--- src/logic/refresh_map.svh ---
`ifndef REFRESH_MAP_SVH
`define REFRESH_MAP_SVH
`define ROW_W 15
`define RFC_NS 260
`define RFC_CYC ((`RFC_NS * 20 + 999) / 1000)
`define REFI_NS 7800
`define REFI_CYC ((`REFI_NS * 20) / 1000)
`define XS_CYC (`RFC_CYC + 5)
`define XSDLL_CYC 512
`define CKE_CYC 3
`define CKESR_CYC (`CKE_CYC + 1)
`define INT_REF_CYC `CKE_CYC
`define SR_TIMER_CYC 156
`define DEBT_MAX 8
`define DEBT_W 5
`define WRLVL_CYC 512
`define ODT_LEAD_CYC 6
`endif

--- src/logic/refresh_pkg.sv ---
package refresh_pkg;
  typedef enum logic [1:0] {CMD_NOP, CMD_REF, CMD_SRE, CMD_OTHER} cmd_t;
  typedef enum logic [1:0] {DEV_IDLE, DEV_REFRESH, DEV_SELF} dev_state_t;
endpackage

--- src/logic/refresh_if.sv ---
`timescale 1ns/100ps
`default_nettype none
interface refresh_if;
  logic cs_n;
  logic ras_n;
  logic cas_n;
  logic we_n;
  logic cke;
  logic termination_control_pin;
  logic [14:0] addr;
  modport device (input cs_n, ras_n, cas_n, we_n, cke, termination_control_pin, addr);
  modport host (output cs_n, ras_n, cas_n, we_n, cke, termination_control_pin, addr);
endinterface
`default_nettype wire

--- src/logic/refresh_device.sv ---
// Behaviour
// CS RAS CAS low, WE high: refresh.
// Controller refreshes only with banks idle.
// Refresh row comes from internal counter.
// Banks precharged idle after refresh.
// Only NOP during refresh cycle time.
// Controller refreshes once per average interval.
// At most eight refreshes deferred.
// Up to eight early refreshes credited.
// Early refreshes beyond eight give nothing.
// At most sixteen refreshes per two intervals.
// Deferred total across self-refresh stays eight.
// Refresh tally frozen during self-refresh.
// Refresh command with CKE low: self-refresh entry.
// Entry only from idle with CKE high.
// Termination off before self-refresh entry.
// Only CKE and reset matter in self-refresh.
// DLL off on entry, reset on exit.
// Internal refresh within tCKE, then timer.
// Residency, clock stop and restart times.
// Exit with CKE high, wait exit delays.
// Only NOP during exit; CKE, termination hold.
// Extra refresh before self-refresh re-entry.
// No write leveling for 512 cycles.
// Controller tracks signed refresh debt.
`timescale 1ns/100ps
`default_nettype none
`include "refresh_map.svh"
module refresh_device (
  // Clock and reset
  input wire logic ref_clk_i,
  input wire logic rstn_i,
  input wire logic clk_en_i,
  // Command bus
  refresh_if.device bus,
  // Mode
  input wire logic dll_enable_i,
  // Status
  output logic refresh_busy_o,
  output logic self_refresh_o,
  output logic dll_on_o,
  output logic dll_reset_o,
  output logic refresh_pulse_o,
  output logic [`ROW_W-1:0] refresh_row_o,
  output logic banks_idle_o
);
  refresh_pkg::dev_state_t state;
  logic [9:0] cnt;
  logic [7:0] sr_timer;
  logic cke_prev;
  logic do_ref;
  logic do_sre;
  logic start_ref;
  logic start_sr;
  logic ref_done;
  logic do_exit;
  logic sr_tick;

  // ----------------------------------------
  // Command decode.
  // ----------------------------------------
  // Refresh and self-refresh entry share one strobe code.
  function automatic logic is_ref_code(input logic cs_n, input logic ras_n,
                                       input logic cas_n, input logic we_n);
    return !cs_n && !ras_n && !cas_n && we_n;
  endfunction

  assign do_ref = is_ref_code(bus.cs_n, bus.ras_n, bus.cas_n, bus.we_n)
                  && cke_prev && bus.cke;
  assign do_sre = is_ref_code(bus.cs_n, bus.ras_n, bus.cas_n, bus.we_n)
                  && cke_prev && !bus.cke;
  // The address bus is never read, so it cannot steer a refresh.
  assign start_ref = (state == refresh_pkg::DEV_IDLE) && do_ref;
  assign start_sr = (state == refresh_pkg::DEV_IDLE) && do_sre;
  assign ref_done = (state == refresh_pkg::DEV_REFRESH) && (cnt == 10'h000);
  assign do_exit = (state == refresh_pkg::DEV_SELF) && bus.cke;
  assign sr_tick = (state == refresh_pkg::DEV_SELF) && !bus.cke && (sr_timer == 8'h00);

  // ----------------------------------------
  // Clock-enable history.
  // ----------------------------------------
  always_ff @(posedge ref_clk_i) begin
    if (!rstn_i) begin
      cke_prev <= 1'b1;
    end else if (clk_en_i) begin
      cke_prev <= bus.cke;
    end
  end

  // ----------------------------------------
  // State sequencing.
  // ----------------------------------------
  always_ff @(posedge ref_clk_i) begin
    if (!rstn_i) begin
      state <= refresh_pkg::DEV_IDLE;
    end else if (clk_en_i) begin
      case (state)
        refresh_pkg::DEV_IDLE: begin
          if (start_ref) begin
            state <= refresh_pkg::DEV_REFRESH;
          end else if (start_sr) begin
            state <= refresh_pkg::DEV_SELF;
          end
        end
        refresh_pkg::DEV_REFRESH: begin
          if (ref_done) begin
            state <= refresh_pkg::DEV_IDLE;
          end
        end
        refresh_pkg::DEV_SELF: begin
          if (do_exit) begin
            state <= refresh_pkg::DEV_IDLE;
          end
        end
        default: begin
          state <= refresh_pkg::DEV_IDLE;
        end
      endcase
    end
  end

  // ----------------------------------------
  // Refresh cycle counter.
  // ----------------------------------------
  always_ff @(posedge ref_clk_i) begin
    if (!rstn_i) begin
      cnt <= 10'h000;
    end else if (clk_en_i) begin
      if (start_ref) begin
        cnt <= 10'(`RFC_CYC - 1);
      end else if (state == refresh_pkg::DEV_REFRESH && cnt != 10'h000) begin
        cnt <= cnt - 1'b1;
      end
    end
  end

  // ----------------------------------------
  // Self-refresh timer.
  // ----------------------------------------
  always_ff @(posedge ref_clk_i) begin
    if (!rstn_i) begin
      sr_timer <= 8'h00;
    end else if (clk_en_i) begin
      if (start_sr) begin
        sr_timer <= 8'(`INT_REF_CYC - 1);
      end else if (sr_tick) begin
        sr_timer <= 8'(`SR_TIMER_CYC - 1);
      end else if (state == refresh_pkg::DEV_SELF && sr_timer != 8'h00) begin
        sr_timer <= sr_timer - 1'b1;
      end
    end
  end

  // ----------------------------------------
  // Refresh pulse and row counter.
  // ----------------------------------------
  always_ff @(posedge ref_clk_i) begin
    if (!rstn_i) begin
      refresh_pulse_o <= 1'b0;
      refresh_row_o <= '0;
    end else if (clk_en_i) begin
      refresh_pulse_o <= start_ref || sr_tick;
      if (start_ref || sr_tick) begin
        refresh_row_o <= refresh_row_o + 1'b1;
      end
    end
  end

  // ----------------------------------------
  // Refresh busy flag.
  // ----------------------------------------
  always_ff @(posedge ref_clk_i) begin
    if (!rstn_i) begin
      refresh_busy_o <= 1'b0;
    end else if (clk_en_i) begin
      refresh_busy_o <= start_ref || (state == refresh_pkg::DEV_REFRESH && !ref_done);
    end
  end

  // ----------------------------------------
  // Bank status.
  // ----------------------------------------
  always_ff @(posedge ref_clk_i) begin
    if (!rstn_i) begin
      banks_idle_o <= 1'b1;
    end else if (clk_en_i) begin
      banks_idle_o <= 1'b1;
    end
  end

  // ----------------------------------------
  // Self-refresh flag.
  // ----------------------------------------
  always_ff @(posedge ref_clk_i) begin
    if (!rstn_i) begin
      self_refresh_o <= 1'b0;
    end else if (clk_en_i) begin
      if (start_sr) begin
        self_refresh_o <= 1'b1;
      end else if (do_exit) begin
        self_refresh_o <= 1'b0;
      end
    end
  end

  // ----------------------------------------
  // DLL control.
  // ----------------------------------------
  always_ff @(posedge ref_clk_i) begin
    if (!rstn_i) begin
      dll_on_o <= 1'b0;
      dll_reset_o <= 1'b0;
    end else if (clk_en_i) begin
      dll_reset_o <= do_exit && dll_enable_i;
      if (start_sr) begin
        dll_on_o <= 1'b0;
      end else if (state != refresh_pkg::DEV_SELF || do_exit) begin
        dll_on_o <= dll_enable_i;
      end
    end
  end
endmodule
`default_nettype wire

--- src/flat_wrapper.sv ---
// flat-port wrapper written by rule: the top's interface ports become plain ports
module refresh_device_flat 
  (ref_clk_i, rstn_i, clk_en_i, dll_enable_i, refresh_busy_o, self_refresh_o, dll_on_o, dll_reset_o, refresh_pulse_o, refresh_row_o, banks_idle_o, bus_cs_n, bus_ras_n, bus_cas_n, bus_we_n, bus_cke, bus_termination_control_pin, bus_addr);
  refresh_if bus_i ();
  input wire logic ref_clk_i;
  input wire logic rstn_i;
  input wire logic clk_en_i;
  input wire logic dll_enable_i;
  output logic refresh_busy_o;
  output logic self_refresh_o;
  output logic dll_on_o;
  output logic dll_reset_o;
  output logic refresh_pulse_o;
  output logic [`ROW_W-1:0] refresh_row_o;
  output logic banks_idle_o;
  input wire logic [$bits(bus_i.cs_n)-1:0] bus_cs_n;
  input wire logic [$bits(bus_i.ras_n)-1:0] bus_ras_n;
  input wire logic [$bits(bus_i.cas_n)-1:0] bus_cas_n;
  input wire logic [$bits(bus_i.we_n)-1:0] bus_we_n;
  input wire logic [$bits(bus_i.cke)-1:0] bus_cke;
  input wire logic [$bits(bus_i.termination_control_pin)-1:0] bus_termination_control_pin;
  input wire logic [$bits(bus_i.addr)-1:0] bus_addr;
  assign bus_i.cs_n = bus_cs_n;
  assign bus_i.ras_n = bus_ras_n;
  assign bus_i.cas_n = bus_cas_n;
  assign bus_i.we_n = bus_we_n;
  assign bus_i.cke = bus_cke;
  assign bus_i.termination_control_pin = bus_termination_control_pin;
  assign bus_i.addr = bus_addr;
  refresh_device u_core (.ref_clk_i(ref_clk_i), .rstn_i(rstn_i), .clk_en_i(clk_en_i), .bus(bus_i), .dll_enable_i(dll_enable_i), .refresh_busy_o(refresh_busy_o), .self_refresh_o(self_refresh_o), .dll_on_o(dll_on_o), .dll_reset_o(dll_reset_o), .refresh_pulse_o(refresh_pulse_o), .refresh_row_o(refresh_row_o), .banks_idle_o(banks_idle_o));
endmodule
--- config.mk ---
export PLATFORM = sky130hd
export DESIGN_NAME = refresh_device_flat
export DESIGN_NICKNAME = d
export VERILOG_FILES = /design/src/logic/refresh_pkg.sv /design/src/logic/refresh_if.sv /design/src/logic/refresh_device.sv /design/src/flat_wrapper.sv
export VERILOG_INCLUDE_DIRS = /design/src /design/src/logic
export SDC_FILE = /design/constraint.sdc
export NUM_CORES = 1
export LEC_CHECK = 0
export ABC_AREA = 1
export BUFFER_PORTS_ARGS = -buffer_cell sky130_fd_sc_hd__buf_4
export CAP_MARGIN = 20
export CORE_AREA = 2 2 67 69
export CTS_CLUSTER_DIAMETER = 30
export DETAILED_ROUTE_END_ITERATION = 10
export DIE_AREA = 0 0 69 71
export GPL_TIMING_DRIVEN = 0
export PLACE_DENSITY = 0.83
export SLEW_MARGIN = 0
export SYNTH_ARGS = -nofsm -noshare
export SYNTH_HDL_FRONTEND = slang
export SYNTH_SLANG_ARGS = --single-unit
export TNS_END_PERCENT = 1
--- constraint.sdc ---
create_clock -name ref_clk_i -period 3.5 [get_ports ref_clk_i]
set_clock_uncertainty 0.15 [all_clocks]
set_input_delay 0.7 -clock ref_clk_i [delete_from_list [all_inputs] [get_ports ref_clk_i]]
set_output_delay 0.7 -clock ref_clk_i [all_outputs]
set_load 0.01 [all_outputs]
==> results_dict.tcl <==
set metrics [dict create \
    status "complete, no violations" \
    leakage_uw 0.00131 \
    period_share_pct 55.1 \
    worstPathArrival_ns 1.96 \
    area_growth_pct 14.7 \
    clock.fmax_mhz 518 \
    routed_wl_um 5600 \
    final.setup.tns_ns 0 \
    ctsResizeCount 0 \
    place_hpwl_um 3980 \
    dr.first_iter.drc_count 299 \
    core-area_um2 4200 \
    vias 2444 \
    io_buffers 26 \
    ys_seq_area_share_pct 33.9 \
    die_h_um 71 \
    slew_headroom_pct 64.6 \
    ant_nets 0 \
    mostFrequentLayoutCells "99 x nand2_1, 50 x nor2_1, 42 x inv_1, 41 x dfxtp_1, 37 x nand3_1" \
    cts-htree-levels 2 \
    fin_ws_ns 1.57 \
    endpoint_kind "register" \
    hold_end "u_core.cke_prev" \
    worst-path-buf-inv 1 \
    grt_util_all_layers_pct 23.7 \
    cap_violations 0 \
    syn-cell-area_um2 2420 \
    num_io_pins 46 \
    overflow 0 \
    die_w_um 69 \
    drv_slew 0 \
    yosys.area.top_type_share_pct 33.9 \
    synth-edff-count 0 \
    synth_top_cell_by_area "dfxtp_1" \
    initial_core_util_pct 57.6 \
    die-area_um2 4900 \
    path_clk_slew_ns 0.09 \
    tritoncts "built" \
    fillers 376 \
    worstPathRequired_ns 3.53 \
    rows 24 \
    netlist_instances 375 \
    drive_gt1_share_pct 14.7 \
    finalSetupViolCount 0 \
    critPathKind "register to register" \
    crit_path_max_incr_delay_ns 0.47 \
    fin_crit_ns 1.93 \
    hold_viol_final 0 \
    rsz0062_at_grt "no" \
    stdcell_area_um2 2780 \
    path_cells "ha_1 > nand2_1 > nor2_1 > nand2_1 > o21ai_0 > inv_1 > o21ai_0 > a21oi_1" \
    synth_seq_cells 41 \
    worstPathMaxFanout 6 \
    antenna_cells 0 \
    dr.pass1.iters 4 \
    critical_path.top_delay_family "simple AND/OR/NAND/NOR gates" \
    wl_per_cell_um 12.2 \
    synth_flop_cell "dfxtp_1" \
    worst_pin_slew_ns 0.531 \
    synth_cell_types 31 \
    cts_setup_buffers 0 \
    gp_congestion 0.948 \
    drc_errors 0 \
    powerDensity_nw_per_um2 343 \
    final_common_cell "nand2_1" \
    synthTopCellsByArea "dfxtp_1 34%, nand2_1 15%, nor2_1 7.7%" \
    cts_made_buffers 5 \
    holdBufCountCts 0 \
    ir_drop_mv 0.209 \
    cts.sinks 41 \
    syn_avg_cell_area_um2 6.46 \
    timing.rr.start "u_core.refresh_row_o[0]" \
    root_buffer "clkbuf_8" \
    clock_latency_ns 0.31 \
    syn_nets 404 \
    min_path_cells 2 \
    grt_pass1_vias 2130 \
    synthArstFlopShare_pct 0 \
    fin_nets 437 \
    dpl_cell_area_um2 2680 \
    viasPerCell 5.30 \
    r2r_setup_slack_ns 1.57 \
    crit_path_top_delay_cell "dfxtp_1" \
    antenna_found_initial 0 \
    worstRegToRegCells 8 \
    hp-start "u_core.cke_prev" \
    place_ws_ns 1.34 \
    clockBufferDepth 2 \
    grt_max_degree 14 \
    reg2reg_to "u_core.refresh_row_o[10]" \
    critPathLaunchType "register" \
    hold_path.class "register to register" \
    grt_pass1_wl_um 9470 \
    final_core_util_pct 66.1 \
    yosysWarnings 0 \
]
==> tightest hold or removal path, stage by stage, from the launching register on <==
cell	delay, ns
dfxtp_1	0.34
nand2_1	0.05
nand3_1	0.05
==> kinds of logic after synthesis <==
logic type                 Yosys count  share of synthesized area [%]
AOI/OAI and AO/OA                   47                           9.81
and+or+nand+nor                    219                           40.9
DFF                                 41                           33.9
other                                1                          0.155
adders and majority gates            4                           2.07
xor gates and xnor gates             7                           2.53
buffers and inverters               56                           10.6
==> flip-flops by register name, summed over array words and instances, names as in the netlist <==
register / cells
u_core.state: 2
u_core.refresh_busy_o: 1
u_core.self_refresh_o: 1
u_core.refresh_row_o: 15
u_core.dll_reset_o: 1
u_core.refresh_pulse_o: 1
u_core.cnt: 10
u_core.dll_on_o: 1
u_core.cke_prev: 1
u_core.sr_timer: 8
==> cells in the mapped netlist (2+ instances only) <==
| master | count |
|---|---|
| nand3_2 | 2 |
| buf_4 | 3 |
| ha_1 | 4 |
| nand2_4 | 4 |
| nand4_1 | 8 |
| nor2_4 | 2 |
| nand3_1 | 37 |
| clkbuf_1 | 4 |
| nor2_1 | 50 |
| nor3_1 | 9 |
| inv_1 | 42 |
| a21oi_1 | 33 |
| nor2_2 | 2 |
| buf_2 | 2 |
| nand2_2 | 3 |
| o21ai_0 | 12 |
| xor2_1 | 6 |
| nand2_1 | 99 |
| dfxtp_1 | 41 |
==> power breakdown <==
group	switching, uW	internal, uW
combinational	78.7	49.4
clock	181	160
sequential	7.59	476
total	268	685
==> layer usage <==
metal  global-route usage (%)  part of all wire, %  vias to the layer above
li1                         -                    -                     1264
met2                     37.4                   47                       69
met4                     11.5                  1.9                        0
met5                        0                    0                        -
met3                     3.99                  5.6                        9
met1                     31.5                   46                     1102
==> how the worst max path moves through the flow <==
stage / startpoint / to / depth (start not counted)
finish: u_core.refresh_row_o[0] / u_core.refresh_row_o[10] / 8
global route: u_core.refresh_row_o[0] / u_core.refresh_row_o[10] / 8
CTS: u_core.refresh_row_o[0] / u_core.refresh_row_o[10] / 8
detailed placement: bus_ras_n / u_core.sr_timer[1] / 9
global placement: bus_ras_n / u_core.sr_timer[1] / 9
floorplan: bus_ras_n / u_core.refresh_row_o[8] / 9
==> area by class of cell <==
| type | count | area, um^2 | share of cell area [%] |
|---|---|---|---|
| Clock inverter | 2 | 13.8 | 0.495 |
| Multi-Input combinational cell | 278 | 1340 | 48.4 |
| Sequential cell | 41 | 821 | 29.5 |
| Inverter | 45 | 179 | 6.44 |
| Buffer | 11 | 78.8 | 2.84 |
| Timing Repair Buffer | 26 | 195 | 7.02 |
| Clock buffer | 6 | 82.6 | 2.97 |
| Tap cell | 52 | 65.1 | 2.34 |
==> through the flow <==
step	power (uW)	hold WS, ns	std cells
3_5_place_dp	621	0.292	453
6_report	953	0.316	461
4_1_cts	955	0.314	461
5_1_grt	995	0.357	461
2_1_floorplan	592	0.279	375
3_3_place_gp	618	0.289	453
No activity file was read; power rests on OpenSTA's default activity.
